<file path="src/verilog/sl_params.svh">
// Purpose: shared constants of the serial link ends
// Assumes: core clock of 200 MHz
// Notes: times keep their own unit, cycle counts derive from them
`ifndef SL_PARAMS_SVH
`define SL_PARAMS_SVH
`define SL_CLK_PERIOD_NS 5
`define SL_REF_CLOCK_PERIOD_NS 200
`define SL_CLK_PER_REF (`SL_REF_CLOCK_PERIOD_NS / `SL_CLK_PERIOD_NS)
`define SL_BIT_NS_LOW_RATE 100
`define SL_BIT_NS_HIGH_RATE 50
`define SL_BIT_CYC_LOW (`SL_BIT_NS_LOW_RATE / `SL_CLK_PERIOD_NS)
`define SL_BIT_CYC_HIGH (`SL_BIT_NS_HIGH_RATE / `SL_CLK_PERIOD_NS)
`define SL_RESET_HIGH_MIN_WIDTH 8
`define SL_RESET_HIGH_MIN_CYC (`SL_RESET_HIGH_MIN_WIDTH * `SL_CLK_PER_REF)
`define SL_CLOCK_BEFORE_RESET_RELEASE_MS 10
`define SL_POWER_BEFORE_RESET_RELEASE_MS 10
`define SL_N_LINKS 32
`define SL_DATA_FRAME_LEN 11
`define SL_ACK_FRAME_LEN 2
`define SL_DATA_LAST_BIT 7
`define SL_LINE_IDLE 1'h0
`endif

</file>
<file path="src/verilog/sl_pkg.sv">
// Purpose: types shared by both link ends
// Assumes: nothing
// Notes: state codes are one-hot
`default_nettype none
package sl_pkg;
    typedef logic [4:0] sl_bitcyc_t;
    typedef enum logic [3:0] {
        SL_RX_IDLE = 4'h1,
        SL_RX_FLAG = 4'h2,
        SL_RX_DATA = 4'h4,
        SL_RX_STOP = 4'h8
    } sl_rx_state_e;
    typedef enum logic [1:0] {
        SL_TX_IDLE = 2'h1,
        SL_TX_SEND = 2'h2
    } sl_tx_state_e;
endpackage
`default_nettype wire

</file>
<file path="src/verilog/sl_link_if.sv">
// Purpose: wires between the switch end and its peer
// Assumes: both ends on one clock in simulation; lines still treated as async
// Notes: switch outputs only observed by the bench
`timescale 1ns/1ps
`default_nettype none
`include "sl_params.svh"
interface sl_link_if;
    logic setup_port_tx;
    logic setup_port_rx;
    logic [`SL_N_LINKS-1:0] serial_tx_lines;
    modport dev (
        output setup_port_tx,
        output serial_tx_lines,
        input setup_port_rx
    );
    modport peer (
        input setup_port_tx,
        output setup_port_rx
    );
endinterface
`default_nettype wire

</file>
<file path="src/verilog/sl_dev_end.sv">
// Purpose: switch end of the setup link, with reset and rate services
// Assumes: clk_in is the 200 MHz clock derived from the 5 MHz reference
// Notes: crossbar and setup message decoding live elsewhere
`timescale 1ns/1ps
`default_nettype none
`include "sl_params.svh"
module sl_dev_end
    import sl_pkg::*;
(
    input wire logic clk_in,
    input wire logic rst_b_in,
    input wire logic reset_pin_in,
    input wire logic rate_select_in,
    sl_link_if.dev link,
    input wire logic [7:0] setup_tx_byte_in,
    input wire logic setup_tx_valid_in,
    output logic setup_tx_ready_out,
    output logic [7:0] setup_rx_byte_out,
    output logic setup_rx_valid_out,
    input wire logic setup_rx_take_in,
    output logic in_reset_out
);
    logic [1:0] pin_raw;
    logic [1:0] pin_filt_q;
    logic in_reset;
    sl_bitcyc_t bit_cyc;
    sl_tx_state_e tx_state_q;
    logic [10:0] shift_q;
    logic [3:0] left_q;
    sl_bitcyc_t cnt_q;
    logic line_q;
    logic owed_q;
    logic wait_ack_q;
    logic rx_full_q;
    logic pend_q;
    logic [7:0] rx_byte_q;
    logic txh_full_q;
    logic [7:0] txh_byte_q;
    logic tx_ready_q;
    logic in_reset_q;
    logic [`SL_N_LINKS-1:0] sw_out_q;
    logic rx_dstart;
    logic rx_ack;
    logic rx_land;
    logic [7:0] rx_front_byte;
    logic tx_idle;
    logic tick;
    logic ack_go;
    logic data_go;
    logic take;
    logic load_hold;
    logic accept;
    logic [10:0] frame;
    logic [3:0] frame_len;

    // --------------------------------------------------------------
    // Pin inputs
    // --------------------------------------------------------------
    // Bit 0 is the reset pin, bit 1 the rate select pin
    assign pin_raw = {rate_select_in, reset_pin_in};

    genvar gi;
    generate
        for (gi = 0; gi < 2; gi++) begin : g_pin
            logic [2:0] chain_q;
            always_ff @(posedge clk_in or negedge rst_b_in) begin
                if (!rst_b_in) begin
                    chain_q <= (gi == 0) ? 3'h7 : 3'h0;
                    pin_filt_q[gi] <= (gi == 0) ? 1'h1 : 1'h0;
                end else begin
                    chain_q <= {chain_q[1:0], pin_raw[gi]};
                    if (chain_q[1] == chain_q[2]) begin
                        pin_filt_q[gi] <= chain_q[2];
                    end
                end
            end
        end
    endgenerate

    // Held in reset until the pin is seen low; short pins may be missed
    assign in_reset = pin_filt_q[0];
    // Rate changes take effect at the next bit boundary, so switch it only when idle
    assign bit_cyc = pin_filt_q[1] ? sl_bitcyc_t'(`SL_BIT_CYC_HIGH)
                                   : sl_bitcyc_t'(`SL_BIT_CYC_LOW);

    // --------------------------------------------------------------
    // Receive side
    // --------------------------------------------------------------
    sl_rx_front u_rx (
        .clk_in(clk_in),
        .rst_b_in(rst_b_in),
        .clr_in(in_reset),
        .line_in(link.setup_port_rx),
        .bit_cyc_in(bit_cyc),
        .data_start_out(rx_dstart),
        .ack_out(rx_ack),
        .byte_valid_out(rx_land),
        .byte_out(rx_front_byte)
    );

    // --------------------------------------------------------------
    // Decisions
    // --------------------------------------------------------------
    assign tx_idle = (tx_state_q == SL_TX_IDLE) && !in_reset;
    assign tick = (cnt_q == 5'h00);
    // A byte in the front end and one in the hold: ack only with both free
    assign ack_go = tx_idle && owed_q && !rx_full_q && !pend_q;
    assign data_go = tx_idle && !ack_go && txh_full_q && !wait_ack_q;
    assign take = setup_rx_take_in && rx_full_q;
    assign load_hold = (rx_land || pend_q) && (!rx_full_q || take);
    assign accept = setup_tx_valid_in && tx_ready_q;
    assign frame = ack_go ? 11'h001 : {1'h0, txh_byte_q, 2'h3};
    assign frame_len = ack_go ? 4'(`SL_ACK_FRAME_LEN) : 4'(`SL_DATA_FRAME_LEN);

    // --------------------------------------------------------------
    // Transmit shifter
    // --------------------------------------------------------------
    always_ff @(posedge clk_in or negedge rst_b_in) begin
        if (!rst_b_in) begin
            tx_state_q <= SL_TX_IDLE;
            shift_q <= 11'h000;
            left_q <= 4'h0;
            cnt_q <= 5'h00;
            line_q <= `SL_LINE_IDLE;
        end else if (in_reset) begin
            tx_state_q <= SL_TX_IDLE;
            line_q <= `SL_LINE_IDLE;
        end else begin
            cnt_q <= tick ? 5'(bit_cyc - 5'h01) : 5'(cnt_q - 5'h01);
            case (tx_state_q)
                SL_TX_IDLE: begin
                    if (ack_go || data_go) begin
                        tx_state_q <= SL_TX_SEND;
                        line_q <= frame[0];
                        shift_q <= frame >> 1;
                        left_q <= 4'(frame_len - 4'h1);
                        cnt_q <= 5'(bit_cyc - 5'h01);
                    end
                end
                SL_TX_SEND: begin
                    if (tick && left_q == 4'h0) begin
                        tx_state_q <= SL_TX_IDLE;
                        line_q <= `SL_LINE_IDLE;
                    end else if (tick) begin
                        line_q <= shift_q[0];
                        shift_q <= shift_q >> 1;
                        left_q <= 4'(left_q - 4'h1);
                    end
                end
                default: begin
                    tx_state_q <= SL_TX_IDLE;
                end
            endcase
        end
    end

    // --------------------------------------------------------------
    // Flow control and holding registers
    // --------------------------------------------------------------
    always_ff @(posedge clk_in or negedge rst_b_in) begin
        if (!rst_b_in) begin
            owed_q <= 1'h0;
            wait_ack_q <= 1'h0;
            rx_full_q <= 1'h0;
            pend_q <= 1'h0;
            rx_byte_q <= 8'h00;
            txh_full_q <= 1'h0;
            txh_byte_q <= 8'h00;
            tx_ready_q <= 1'h0;
            in_reset_q <= 1'h1;
            sw_out_q <= {`SL_N_LINKS{1'h0}};
        end else begin
            in_reset_q <= in_reset;
            // No crossbar here, so every switch output stays parked low
            sw_out_q <= {`SL_N_LINKS{1'h0}};
            if (in_reset) begin
                owed_q <= 1'h0;
                wait_ack_q <= 1'h0;
                rx_full_q <= 1'h0;
                pend_q <= 1'h0;
                txh_full_q <= 1'h0;
                tx_ready_q <= 1'h0;
            end else begin
                owed_q <= rx_dstart || (owed_q && !ack_go);
                wait_ack_q <= data_go || (wait_ack_q && !rx_ack);
                rx_full_q <= load_hold || (rx_full_q && !take);
                pend_q <= (rx_land || pend_q) && !load_hold;
                if (load_hold) begin
                    rx_byte_q <= rx_front_byte;
                end
                txh_full_q <= accept || (txh_full_q && !data_go);
                if (accept) begin
                    txh_byte_q <= setup_tx_byte_in;
                end
                tx_ready_q <= !(accept || (txh_full_q && !data_go));
            end
        end
    end

    assign link.setup_port_tx = line_q;
    assign link.serial_tx_lines = sw_out_q;
    assign setup_tx_ready_out = tx_ready_q;
    assign setup_rx_byte_out = rx_byte_q;
    assign setup_rx_valid_out = rx_full_q;
    assign in_reset_out = in_reset_q;
endmodule
`default_nettype wire

</file>
<file path="src/verilog/sl_rx_front.sv">
// Purpose: receive side of one link line
// Assumes: line is asynchronous to clk_in
// Notes: pulses last one cycle; byte_out holds until next data byte
`timescale 1ns/1ps
`default_nettype none
`include "sl_params.svh"
module sl_rx_front
    import sl_pkg::*;
(
    input wire logic clk_in,
    input wire logic rst_b_in,
    input wire logic clr_in,
    input wire logic line_in,
    input wire sl_bitcyc_t bit_cyc_in,
    output logic data_start_out,
    output logic ack_out,
    output logic byte_valid_out,
    output logic [7:0] byte_out
);
    logic [2:0] sync_q;
    logic stable_q;
    sl_rx_state_e state_q;
    sl_bitcyc_t cnt_q;
    logic [2:0] bits_q;
    logic agree;
    logic rise;
    logic tick;
    sl_bitcyc_t first_wait;

    // --------------------------------------------------------------
    // Resynchroniser
    // --------------------------------------------------------------
    assign agree = (sync_q[1] == sync_q[2]);
    assign rise = agree && sync_q[2] && !stable_q;
    assign tick = (cnt_q == 5'h00);
    // One and a half bits lands in the middle of the flag bit
    assign first_wait = 5'(bit_cyc_in + (bit_cyc_in >> 1) - 5'h01);

    always_ff @(posedge clk_in or negedge rst_b_in) begin
        if (!rst_b_in) begin
            sync_q <= 3'h0;
            stable_q <= 1'h0;
        end else begin
            sync_q <= {sync_q[1:0], line_in};
            if (agree) begin
                stable_q <= sync_q[2];
            end
        end
    end

    // --------------------------------------------------------------
    // Packet decoder
    // --------------------------------------------------------------
    always_ff @(posedge clk_in or negedge rst_b_in) begin
        if (!rst_b_in) begin
            state_q <= SL_RX_IDLE;
            cnt_q <= 5'h00;
            bits_q <= 3'h0;
            byte_out <= 8'h00;
            data_start_out <= 1'h0;
            ack_out <= 1'h0;
            byte_valid_out <= 1'h0;
        end else begin
            data_start_out <= 1'h0;
            ack_out <= 1'h0;
            byte_valid_out <= 1'h0;
            cnt_q <= tick ? 5'(bit_cyc_in - 5'h01) : 5'(cnt_q - 5'h01);
            if (clr_in) begin
                state_q <= SL_RX_IDLE;
            end else begin
                case (state_q)
                    SL_RX_IDLE: begin
                        if (rise) begin
                            state_q <= SL_RX_FLAG;
                            cnt_q <= first_wait;
                        end
                    end
                    SL_RX_FLAG: begin
                        if (tick && stable_q) begin
                            state_q <= SL_RX_DATA;
                            bits_q <= 3'h0;
                            data_start_out <= 1'h1;
                        end else if (tick) begin
                            state_q <= SL_RX_IDLE;
                            ack_out <= 1'h1;
                        end
                    end
                    SL_RX_DATA: begin
                        if (tick) begin
                            byte_out <= {stable_q, byte_out[7:1]};
                            bits_q <= 3'(bits_q + 3'h1);
                            if (bits_q == 3'(`SL_DATA_LAST_BIT)) begin
                                state_q <= SL_RX_STOP;
                            end
                        end
                    end
                    SL_RX_STOP: begin
                        // A high stop bit is not flagged; the next start waits for a low
                        if (tick) begin
                            state_q <= SL_RX_IDLE;
                            byte_valid_out <= 1'h1;
                        end
                    end
                    default: begin
                        state_q <= SL_RX_IDLE;
                    end
                endcase
            end
        end
    end
endmodule
`default_nettype wire
</file>
<file path="src/flat_wrapper.sv">
// flat-port wrapper written by rule: the top's interface ports become plain ports
module sl_dev_end_flat import sl_pkg::*;
  (clk_in, rst_b_in, reset_pin_in, rate_select_in, setup_tx_byte_in, setup_tx_valid_in, setup_tx_ready_out, setup_rx_byte_out, setup_rx_valid_out, setup_rx_take_in, in_reset_out, link_setup_port_tx, link_serial_tx_lines, link_setup_port_rx);
  sl_link_if link_i ();
  input wire logic clk_in;
  input wire logic rst_b_in;
  input wire logic reset_pin_in;
  input wire logic rate_select_in;
  input wire logic [7:0] setup_tx_byte_in;
  input wire logic setup_tx_valid_in;
  output logic setup_tx_ready_out;
  output logic [7:0] setup_rx_byte_out;
  output logic setup_rx_valid_out;
  input wire logic setup_rx_take_in;
  output logic in_reset_out;
  output wire logic [$bits(link_i.setup_port_tx)-1:0] link_setup_port_tx;
  output wire logic [$bits(link_i.serial_tx_lines)-1:0] link_serial_tx_lines;
  input wire logic [$bits(link_i.setup_port_rx)-1:0] link_setup_port_rx;
  assign link_setup_port_tx = link_i.setup_port_tx;
  assign link_serial_tx_lines = link_i.serial_tx_lines;
  assign link_i.setup_port_rx = link_setup_port_rx;
  sl_dev_end u_core (.clk_in(clk_in), .rst_b_in(rst_b_in), .reset_pin_in(reset_pin_in), .rate_select_in(rate_select_in), .link(link_i), .setup_tx_byte_in(setup_tx_byte_in), .setup_tx_valid_in(setup_tx_valid_in), .setup_tx_ready_out(setup_tx_ready_out), .setup_rx_byte_out(setup_rx_byte_out), .setup_rx_valid_out(setup_rx_valid_out), .setup_rx_take_in(setup_rx_take_in), .in_reset_out(in_reset_out));
endmodule
</file>
<file path="config.mk">
export PLATFORM = sky130hd
export DESIGN_NAME = sl_dev_end_flat
export DESIGN_NICKNAME = d
export VERILOG_FILES = /design/src/verilog/sl_pkg.sv /design/src/verilog/sl_link_if.sv /design/src/verilog/sl_dev_end.sv /design/src/verilog/sl_rx_front.sv /design/src/flat_wrapper.sv
export VERILOG_INCLUDE_DIRS = /design/src /design/src/verilog
export SDC_FILE = /design/constraint.sdc
export NUM_CORES = 1
export LEC_CHECK = 0
export BUFFER_PORTS_ARGS = -buffer_cell sky130_fd_sc_hd__buf_2
export CORE_MARGIN = 5
export CORE_UTILIZATION = 40
export CTS_CLUSTER_SIZE = 28
export DETAILED_ROUTE_END_ITERATION = 8
export PLACE_DENSITY_LB_ADDON = 0.12
export SLEW_MARGIN = 5
export SYNTH_ARGS = -nofsm -noshare
export SYNTH_HDL_FRONTEND = slang
export SYNTH_SLANG_ARGS = --single-unit
</file>
<file path="constraint.sdc">
create_clock -name clk_in -period 3.1 [get_ports clk_in]
set_input_delay 0.31 -clock clk_in [delete_from_list [all_inputs] [get_ports clk_in]]
set_output_delay 0.31 -clock clk_in [all_outputs]
set_load 0.005 [all_outputs]
</file>
### Yosys cells after proc, flatten, opt, wreduce, memory -nomap -nowiden

Index checks and enable logic that the tools add are counted.

| cells by class | value |
|---|---|
| add/subtract/negate cells | 8 |
| equality and inequality tests | 21 |
| mux-type cells | 52 |
| bitwise gates (word level) | 1 |
| reductions and logical operators | 51 |

Operator list:

| operator | count |
|---|---|
| 2-to-1 mux 4 bit | 10 |
| 2-to-1 mux 5 bit | 8 |
| 2-to-1 mux 11 bit | 3 |
| one-hot mux 11 bit (2 select lines) | 1 |
| subtractor 5 x 1 -> 5 bit (second input constant) | 4 |
| logical AND 1 bit | 19 |
| 2-to-1 mux 1 bit | 19 |
| one-hot mux 4 bit (4 select lines) | 1 |
| != test 3 x 2 -> 1 bit (second input constant) | 4 |
| zero test 1 bit | 11 |
| zero test 5 bit | 2 |
| 2-to-1 mux 10 bit | 1 |
| AND reduction 3 bit | 3 |
| != test 2 bit (second input constant) | 4 |
| one-hot mux 4 bit (2 select lines) | 1 |
| subtractor 4 x 1 -> 4 bit (second input constant) | 2 |
| logical OR 1 bit | 7 |
| 2-to-1 mux 2 bit | 3 |
| 2-to-1 mux 3 bit | 2 |
| one-hot mux 3 bit (2 select lines) | 1 |
| AND reduction 2 bit | 3 |
| adder 5 x 4 -> 5 bit | 1 |
| AND reduction 5 bit | 1 |
| equality test 4 x 1 -> 1 bit (second input constant) | 1 |
| 18 further kinds | 21 |

| word-level totals | value |
|---|---|
| flip-flop bits (word level) | 81 |
| input bits | 15 |
| output and inout bits | 44 |
| logic and storage cells | 160 |

### Depth between registers and ports, before layout

| logic depth | value |
|---|---|
| depth in word-level cells | 14 |
| mapped depth | 7 |
| gate-level depth less buffers | 7 |

### Hierarchy

Synthesis repeated with hierarchy kept, for this count alone.

| second synthesis, totals | value |
|---|---|
| cell total of the unflattened synthesis | 366 |
| area, all modules | 4098.9 µm² |

Modules (own cells, without submodules):

| module | instances | cells an instance | area each (µm²) | sequential area each (µm²) |
|---|---|---|---|---|
| sl_dev_end | 1 | 231 | 2622.5 | 1308.8 |
| sl_rx_front | 1 | 135 | 1476.4 | 676.9 |

### Worst setup path after synthesis

Ideal clock, no wire load.

| timing | value |
|---|---|
| path kind | register -> register |
| start | register u_core.tx_state_q[0] |
| end | register u_core.left_q[2] |
| library setup time | 0.122 ns |
| arrival | 1.984 ns |
| required time | 2.978 ns |
| slack | 0.994 ns |
| cell stages (with the launch flop) | 8 |
| path buffers | 0 |
| period minus slack after synthesis | 2.106 ns |
| cell sequence | dfstp_2 -> or3b_1 -> or2_2 -> o21ai_0 -> ha_1 -> nor2_1 -> a211o_1 -> a32o_1 |

| between the ends | value |
|---|---|
| word-level cells in the longest chain between the ends | 12 |
| elaborated cells between the ends (all ways) | 20 |
| those cells by class | 1 x add/sub; 5 x eq/ne; 3 x mux; 11 x reduce/logical |

Ends and longest elaborated chain:

| element | RTL line | RTL |
|---|---|---|
| start: declaration | sl_dev_end.sv:27 | `sl_tx_state_e tx_state_q;` |
| start signal: assignment | sl_dev_end.sv:120 | `tx_state_q <= SL_TX_IDLE;` |
| start signal: assignment | sl_dev_end.sv:126 | `tx_state_q <= SL_TX_IDLE;` |
| start signal: assignment | sl_dev_end.sv:133 | `tx_state_q <= SL_TX_SEND;` |
| branches (longest 12 deep; another with subtractor 4 x 1 -> 4 bit) | n/a |  |
| end signal: assignment | sl_dev_end.sv:136 | `left_q <= 4'(frame_len - 4'h1);` |
| end signal: assignment | sl_dev_end.sv:147 | `left_q <= 4'(left_q - 4'h1);` |
| end: declaration | sl_dev_end.sv:29 | `logic [3:0] left_q;` |

Several ways; the timed one is not identified. The select of a mux whose other input is x is not followed.
A chain may end at the register's enable or synchronous reset.

### Worst setup path after layout

| timing | value |
|---|---|
| start | register u_core.cnt_q[0] |
| end | register u_core.shift_q[8] |

| between the ends | value |
|---|---|
| word-level cells in the longest chain between the ends | 4 |
| elaborated cells between the ends (all ways) | 5 |
| those cells by class | 2 x eq/ne; 3 x reduce/logical |

Ends and longest elaborated chain:

| element | RTL line | RTL |
|---|---|---|
| start: declaration | sl_dev_end.sv:30 | `sl_bitcyc_t cnt_q;` |
| start signal: assignment | sl_dev_end.sv:129 | `cnt_q <= tick ? 5'(bit_cyc - 5'h01) : 5'(cnt_q - 5'h01);` |
| start signal: assignment | sl_dev_end.sv:137 | `cnt_q <= 5'(bit_cyc - 5'h01);` |
| zero test 5 bit * | sl_dev_end.sv:105 | `assign tick = (cnt_q == 5'h00);` |
| logical AND 1 bit | sl_dev_end.sv:141 | `if (tick && left_q == 4'h0) begin` |
| != test 2 bit (no line) | n/a |  |
| AND reduction 5 bit (no line) * | n/a |  |
| end signal: assignment | sl_dev_end.sv:135 | `shift_q <= frame >> 1;` |
| end signal: assignment | sl_dev_end.sv:146 | `shift_q <= shift_q >> 1;` |
| end: declaration | sl_dev_end.sv:28 | `logic [10:0] shift_q;` |

Every way passes the cells marked *; elsewhere a longest branch is shown, timed or not.

==> Flow_metrics.wiki <==
{| class="wikitable"
! Metric !! Value
|-
| Total inserted antenna cells || 0
|-
| Via count of the first global-routing pass || 2294
|-
| Clock insertion delay at the later pin of the skew report || 0.34 ns
|-
| Final Hold Slack || 0.0580 ns
|-
| Overall routed net length || 6240 µm
|-
| RD Place Congestion || 0.791
|-
| RSZ-0062 raised after global routing || false
|-
| Synth area leader || sky130_fd_sc_hd__dfrtp_1
|-
| Number of hold buffers added after CTS || 0
|-
| Pin count of the biggest net entering global routing || 80
|-
| Critical path launch point || u_core.cnt_q[0]
|-
| Post-route clock period utilization || 80.4%
|-
| Worst min-delay path class || in -> reg
|-
| Final count of pins violating max slew || 0
|-
| H-tree lvl count || 3
|-
| Number of port buffers || 26
|-
| Ys async rst share || 100%
|-
| Share of cells above drive strength 1 || 25.8%
|-
| Sequential share of the synthesized area || 53.6%
|-
| Num CTS Buffers || 9
|-
| Non-Filler Cell Area, Final || 0.00404 mm²
|-
| Io pins || 59
|-
| CTS root buffer || sky130_fd_sc_hd__clkbuf_8
|-
| Chip width || 106 µm
|-
| Via count || 2296
|-
| Worst Max-Slew Pin Slew || 0.973 ns
|-
| DPL Wire Length || 4200 µm
|-
| Hold path start || reset_pin_in
|-
| Total grt overflow || 0
|-
| Synth Flop Type || sky130_fd_sc_hd__dfrtp_1
|-
| Vertical die dimension || 106 µm
|-
| Worst relative slew slack || 35.1%
|-
| Area share of the largest cell type after synthesis || 48.6%
|-
| Xor/xnor cell area share of the yosys netlist || 0.473%
|-
| Startpoint of the most critical register-to-register path || u_core.cnt_q[0]
|-
| Filler cell count in the final layout || 838
|-
| Library cell with the highest instance count after synthesis || sky130_fd_sc_hd__dfrtp_1
|-
| Worst Setup Slack, final || 0.607 ns
|-
| Capturing element type of the critical path || flip-flop
|-
| Multiplexer fraction of the synthesized cell area || 11.7%
|-
| Standard cell area after detailed placement || 0.00384 mm²
|-
| Number of clock sinks || 79
|-
| Path type of the worst setup path || reg -> reg
|-
| WL per Instance || 13.5 µm
|-
| Adder-Cell Fraction of Synth Area || 2.90%
|-
| Area of the core || 0.00915 mm²
|-
| Most numerous cell types in the synthesized netlist || sky130_fd_sc_hd__dfrtp_1, sky130_fd_sc_hd__buf_4, sky130_fd_sc_hd__mux2_2, sky130_fd_sc_hd__nand2_1, sky130_fd_sc_hd__nor2_1
|-
| Final critical delay including setup and external delays || 2.49 ns
|-
| Status || completed
|-
| Final instance count without filler cells || 464
|-
| Detailed-routing iteration count for the pre-antenna-repair pass || 4
|-
| Count of placed standard cells including taps || 448
|-
| Synthesized-area fraction occupied by and/or/nand/nor cells || 13.2%
|-
| Leakage || 1.91 nW
|-
| Overall global routing resource usage || 11.7%
|-
| Row count || 35
|-
| First-pass GRT wire length || 10700 µm
|-
| Max-capacitance violation count || 0
|-
| Post-layout net count || 370
|-
| Synthesized netlist cell count || 316
|-
| Power per cell area || 666 mW/mm²
|-
| Setup Slack @ Placement || 0.620 ns
|-
| Total count of hold-check failures in the final report || 0
|-
| Final Total Pwr || 2.69 mW
|-
| Synth Area per Inst || 11.7 µm²
|-
| Seq cells post-synth || 79
|-
| Number of DRC violations after detailed routing || 0
|-
| Setup Skew || 0.0103 ns
|-
| Final-report setup violation count || 0
|-
| Maximum fanout count along the critical path || 7
|-
| Detail Route Antenna Nets || 0
|-
| DR vias/cell || 4.95
|-
| Number of enable flip-flop cells after synthesis || 0
|-
| Synthesized-area fraction occupied by ao, oa, aoi and oai cells || 9.12%
|-
| Starting utilization of the core area || 40.5%
|-
| Worst path arrival time || 2.72 ns
|-
| Clock transition time at the flip-flop clock pins of the worst setup and hold paths || 0.08 ns
|-
| Die Footprint || 0.0113 mm²
|-
| Number of buffers on the longest clock path || 2
|-
| Max Clock Freq || 401 MHz
|-
| Post-synthesis cell type count || 55
|-
| Total standard cell area after synthesis || 0.00370 mm²
|-
| Total number of yosys warnings || 0
|-
| First DRT Iteration DRCs || 77
|-
| Leading cell types by total area after synthesis || sky130_fd_sc_hd__dfrtp_1, sky130_fd_sc_hd__mux2_2, sky130_fd_sc_hd__buf_4
|-
| Accumulated negative setup slack || 0 ns
|-
| Final standard cell utilization of the core || 44.2%
|-
| Number of antenna violations at the first check in global routing || 0
|-
| Startpoint Class || flip-flop
|-
| Main combinational cell family by area after synthesis || simple AND/OR/NAND/NOR gates
|-
| Number of resized instances in the post-cts repair step || 0
|-
| Buffers inserted during post-CTS setup optimization || 0
|-
| P&R area growth vs syn || 9.12%
|-
| Worst EP required || 3.32 ns
|-
| Worst vdd ir || 302 µV
|-
| CTS tree || yes
|}
[worst max-delay path, stage by stage (launching register included)]
cell	delay [ns]
sky130_fd_sc_hd__dfrtp_1	0.41
sky130_fd_sc_hd__inv_1	0.07
sky130_fd_sc_hd__ha_1	0.19
sky130_fd_sc_hd__nor4b_2	0.46
sky130_fd_sc_hd__nand2_1	0.24
sky130_fd_sc_hd__a221oi_4	0.44
sky130_fd_sc_hd__buf_4	0.24
sky130_fd_sc_hd__mux2_2	0.34
[placed cells by master (no fill, tap or decap), types with 2 or more instances in the layout]
cell type	n
sky130_fd_sc_hd__mux2_2	27
sky130_fd_sc_hd__nand2b_1	7
sky130_fd_sc_hd__a21oi_1	12
sky130_fd_sc_hd__nor2_1	21
sky130_fd_sc_hd__dfstp_2	7
sky130_fd_sc_hd__clkbuf_8	10
sky130_fd_sc_hd__or4b_1	2
sky130_fd_sc_hd__inv_1	11
sky130_fd_sc_hd__mux2i_1	4
sky130_fd_sc_hd__o21ai_0	18
sky130_fd_sc_hd__dfrtp_1	72
sky130_fd_sc_hd__or4b_2	2
sky130_fd_sc_hd__a31oi_1	2
sky130_fd_sc_hd__a22o_1	2
sky130_fd_sc_hd__a211o_1	2
sky130_fd_sc_hd__ha_1	7
sky130_fd_sc_hd__or3b_2	2
sky130_fd_sc_hd__or3_1	2
sky130_fd_sc_hd__buf_4	5
sky130_fd_sc_hd__conb_1	32
sky130_fd_sc_hd__nor2b_1	3
sky130_fd_sc_hd__nor4b_1	5
sky130_fd_sc_hd__buf_2	25
sky130_fd_sc_hd__maj3_1	2
sky130_fd_sc_hd__nand2_1	21
sky130_fd_sc_hd__nor3_1	4
sky130_fd_sc_hd__a21o_1	2
sky130_fd_sc_hd__and2_1	2
sky130_fd_sc_hd__mux2_1	8
sky130_fd_sc_hd__a22oi_1	2
sky130_fd_sc_hd__clkinv_4	3
sky130_fd_sc_hd__or3b_1	2
sky130_fd_sc_hd__nand3_1	2
[path summary, 6_finish.rpt]
| kind | end | slack, ns | cells past startpoint |
|---|---|---|---|
| min | u_core.g_pin[0].chain_q[0] | 0.06 | 1 |
| min reg2reg | u_core.g_pin[1].chain_q[1] | 0.35 | 0 |
| max in group asynchronous | u_core.u_rx.cnt_q[0] | 2.35 | 1 |
| min in group asynchronous | u_core.setup_rx_byte_out[2] | 0.12 | 1 |
| max reg2reg | u_core.shift_q[8] | 0.61 | 7 |
| max | u_core.shift_q[8] | 0.61 | 7 |
[sequential cells by signal, indices dropped and copies added, names as in the netlist, 2 cells and up]
signal,cells
u_core.shift_q,9
u_core.setup_rx_byte_out,8
u_core.txh_byte_q,8
u_core.u_rx.byte_out,8
u_core.g_pin.chain_q,6
u_core.cnt_q,5
u_core.u_rx.cnt_q,5
u_core.left_q,4
u_core.u_rx.state_q,4
u_core.u_rx.bits_q,3
u_core.u_rx.sync_q,3
u_core.tx_state_q,2
[cell families (layout without fill, tap and decap cells)]
kind of cell,count (synthesis),count (layout)
AND/OR/NAND/NOR,85,85
other,1,32
adder cells (fa/ha/maj),9,9
multiplexers,39,39
buffers and inverters,51,57
flip-flops,79,79
AO/OA/AOI/OAI,50,50
XOR/XNOR,2,2
[cell type report]
class / instances / area [µm²] / area share, %
multi-input combinational: 217 / 1510 / 37.3
clock buffer: 11 / 141 / 3.50
timing repair buffer: 30 / 163 / 4.02
tap: 111 / 139 / 3.44
clock inverter: 5 / 65.1 / 1.61
inverter: 11 / 41.3 / 1.02
sequential: 79 / 1990 / 49.1
[report_power, final]
| part | leakage (nW) | internal (mW) | switching, mW |
|---|---|---|---|
| registers | 0.990 | 1.24 | 0.147 |
| clock network | 0.104 | 0.402 | 0.380 |
| logic | 0.814 | 0.277 | 0.249 |
| total | 1.91 | 1.92 | 0.776 |
[per-layer routing]
metal | GRT usage (%) | share of wire (%) | routed length (µm) | vias up
met5 | 0 | 0 | 0 | -
met4 | 3.89 | 1.0 | 63 | 0
met3 | 3.52 | 4.7 | 292 | 8
met2 | 19.6 | 49 | 3040 | 55
met1 | 14.5 | 46 | 2850 | 1134
li1 | - | - | - | 1099
Note: power is estimated with default switching activity, not from simulation.
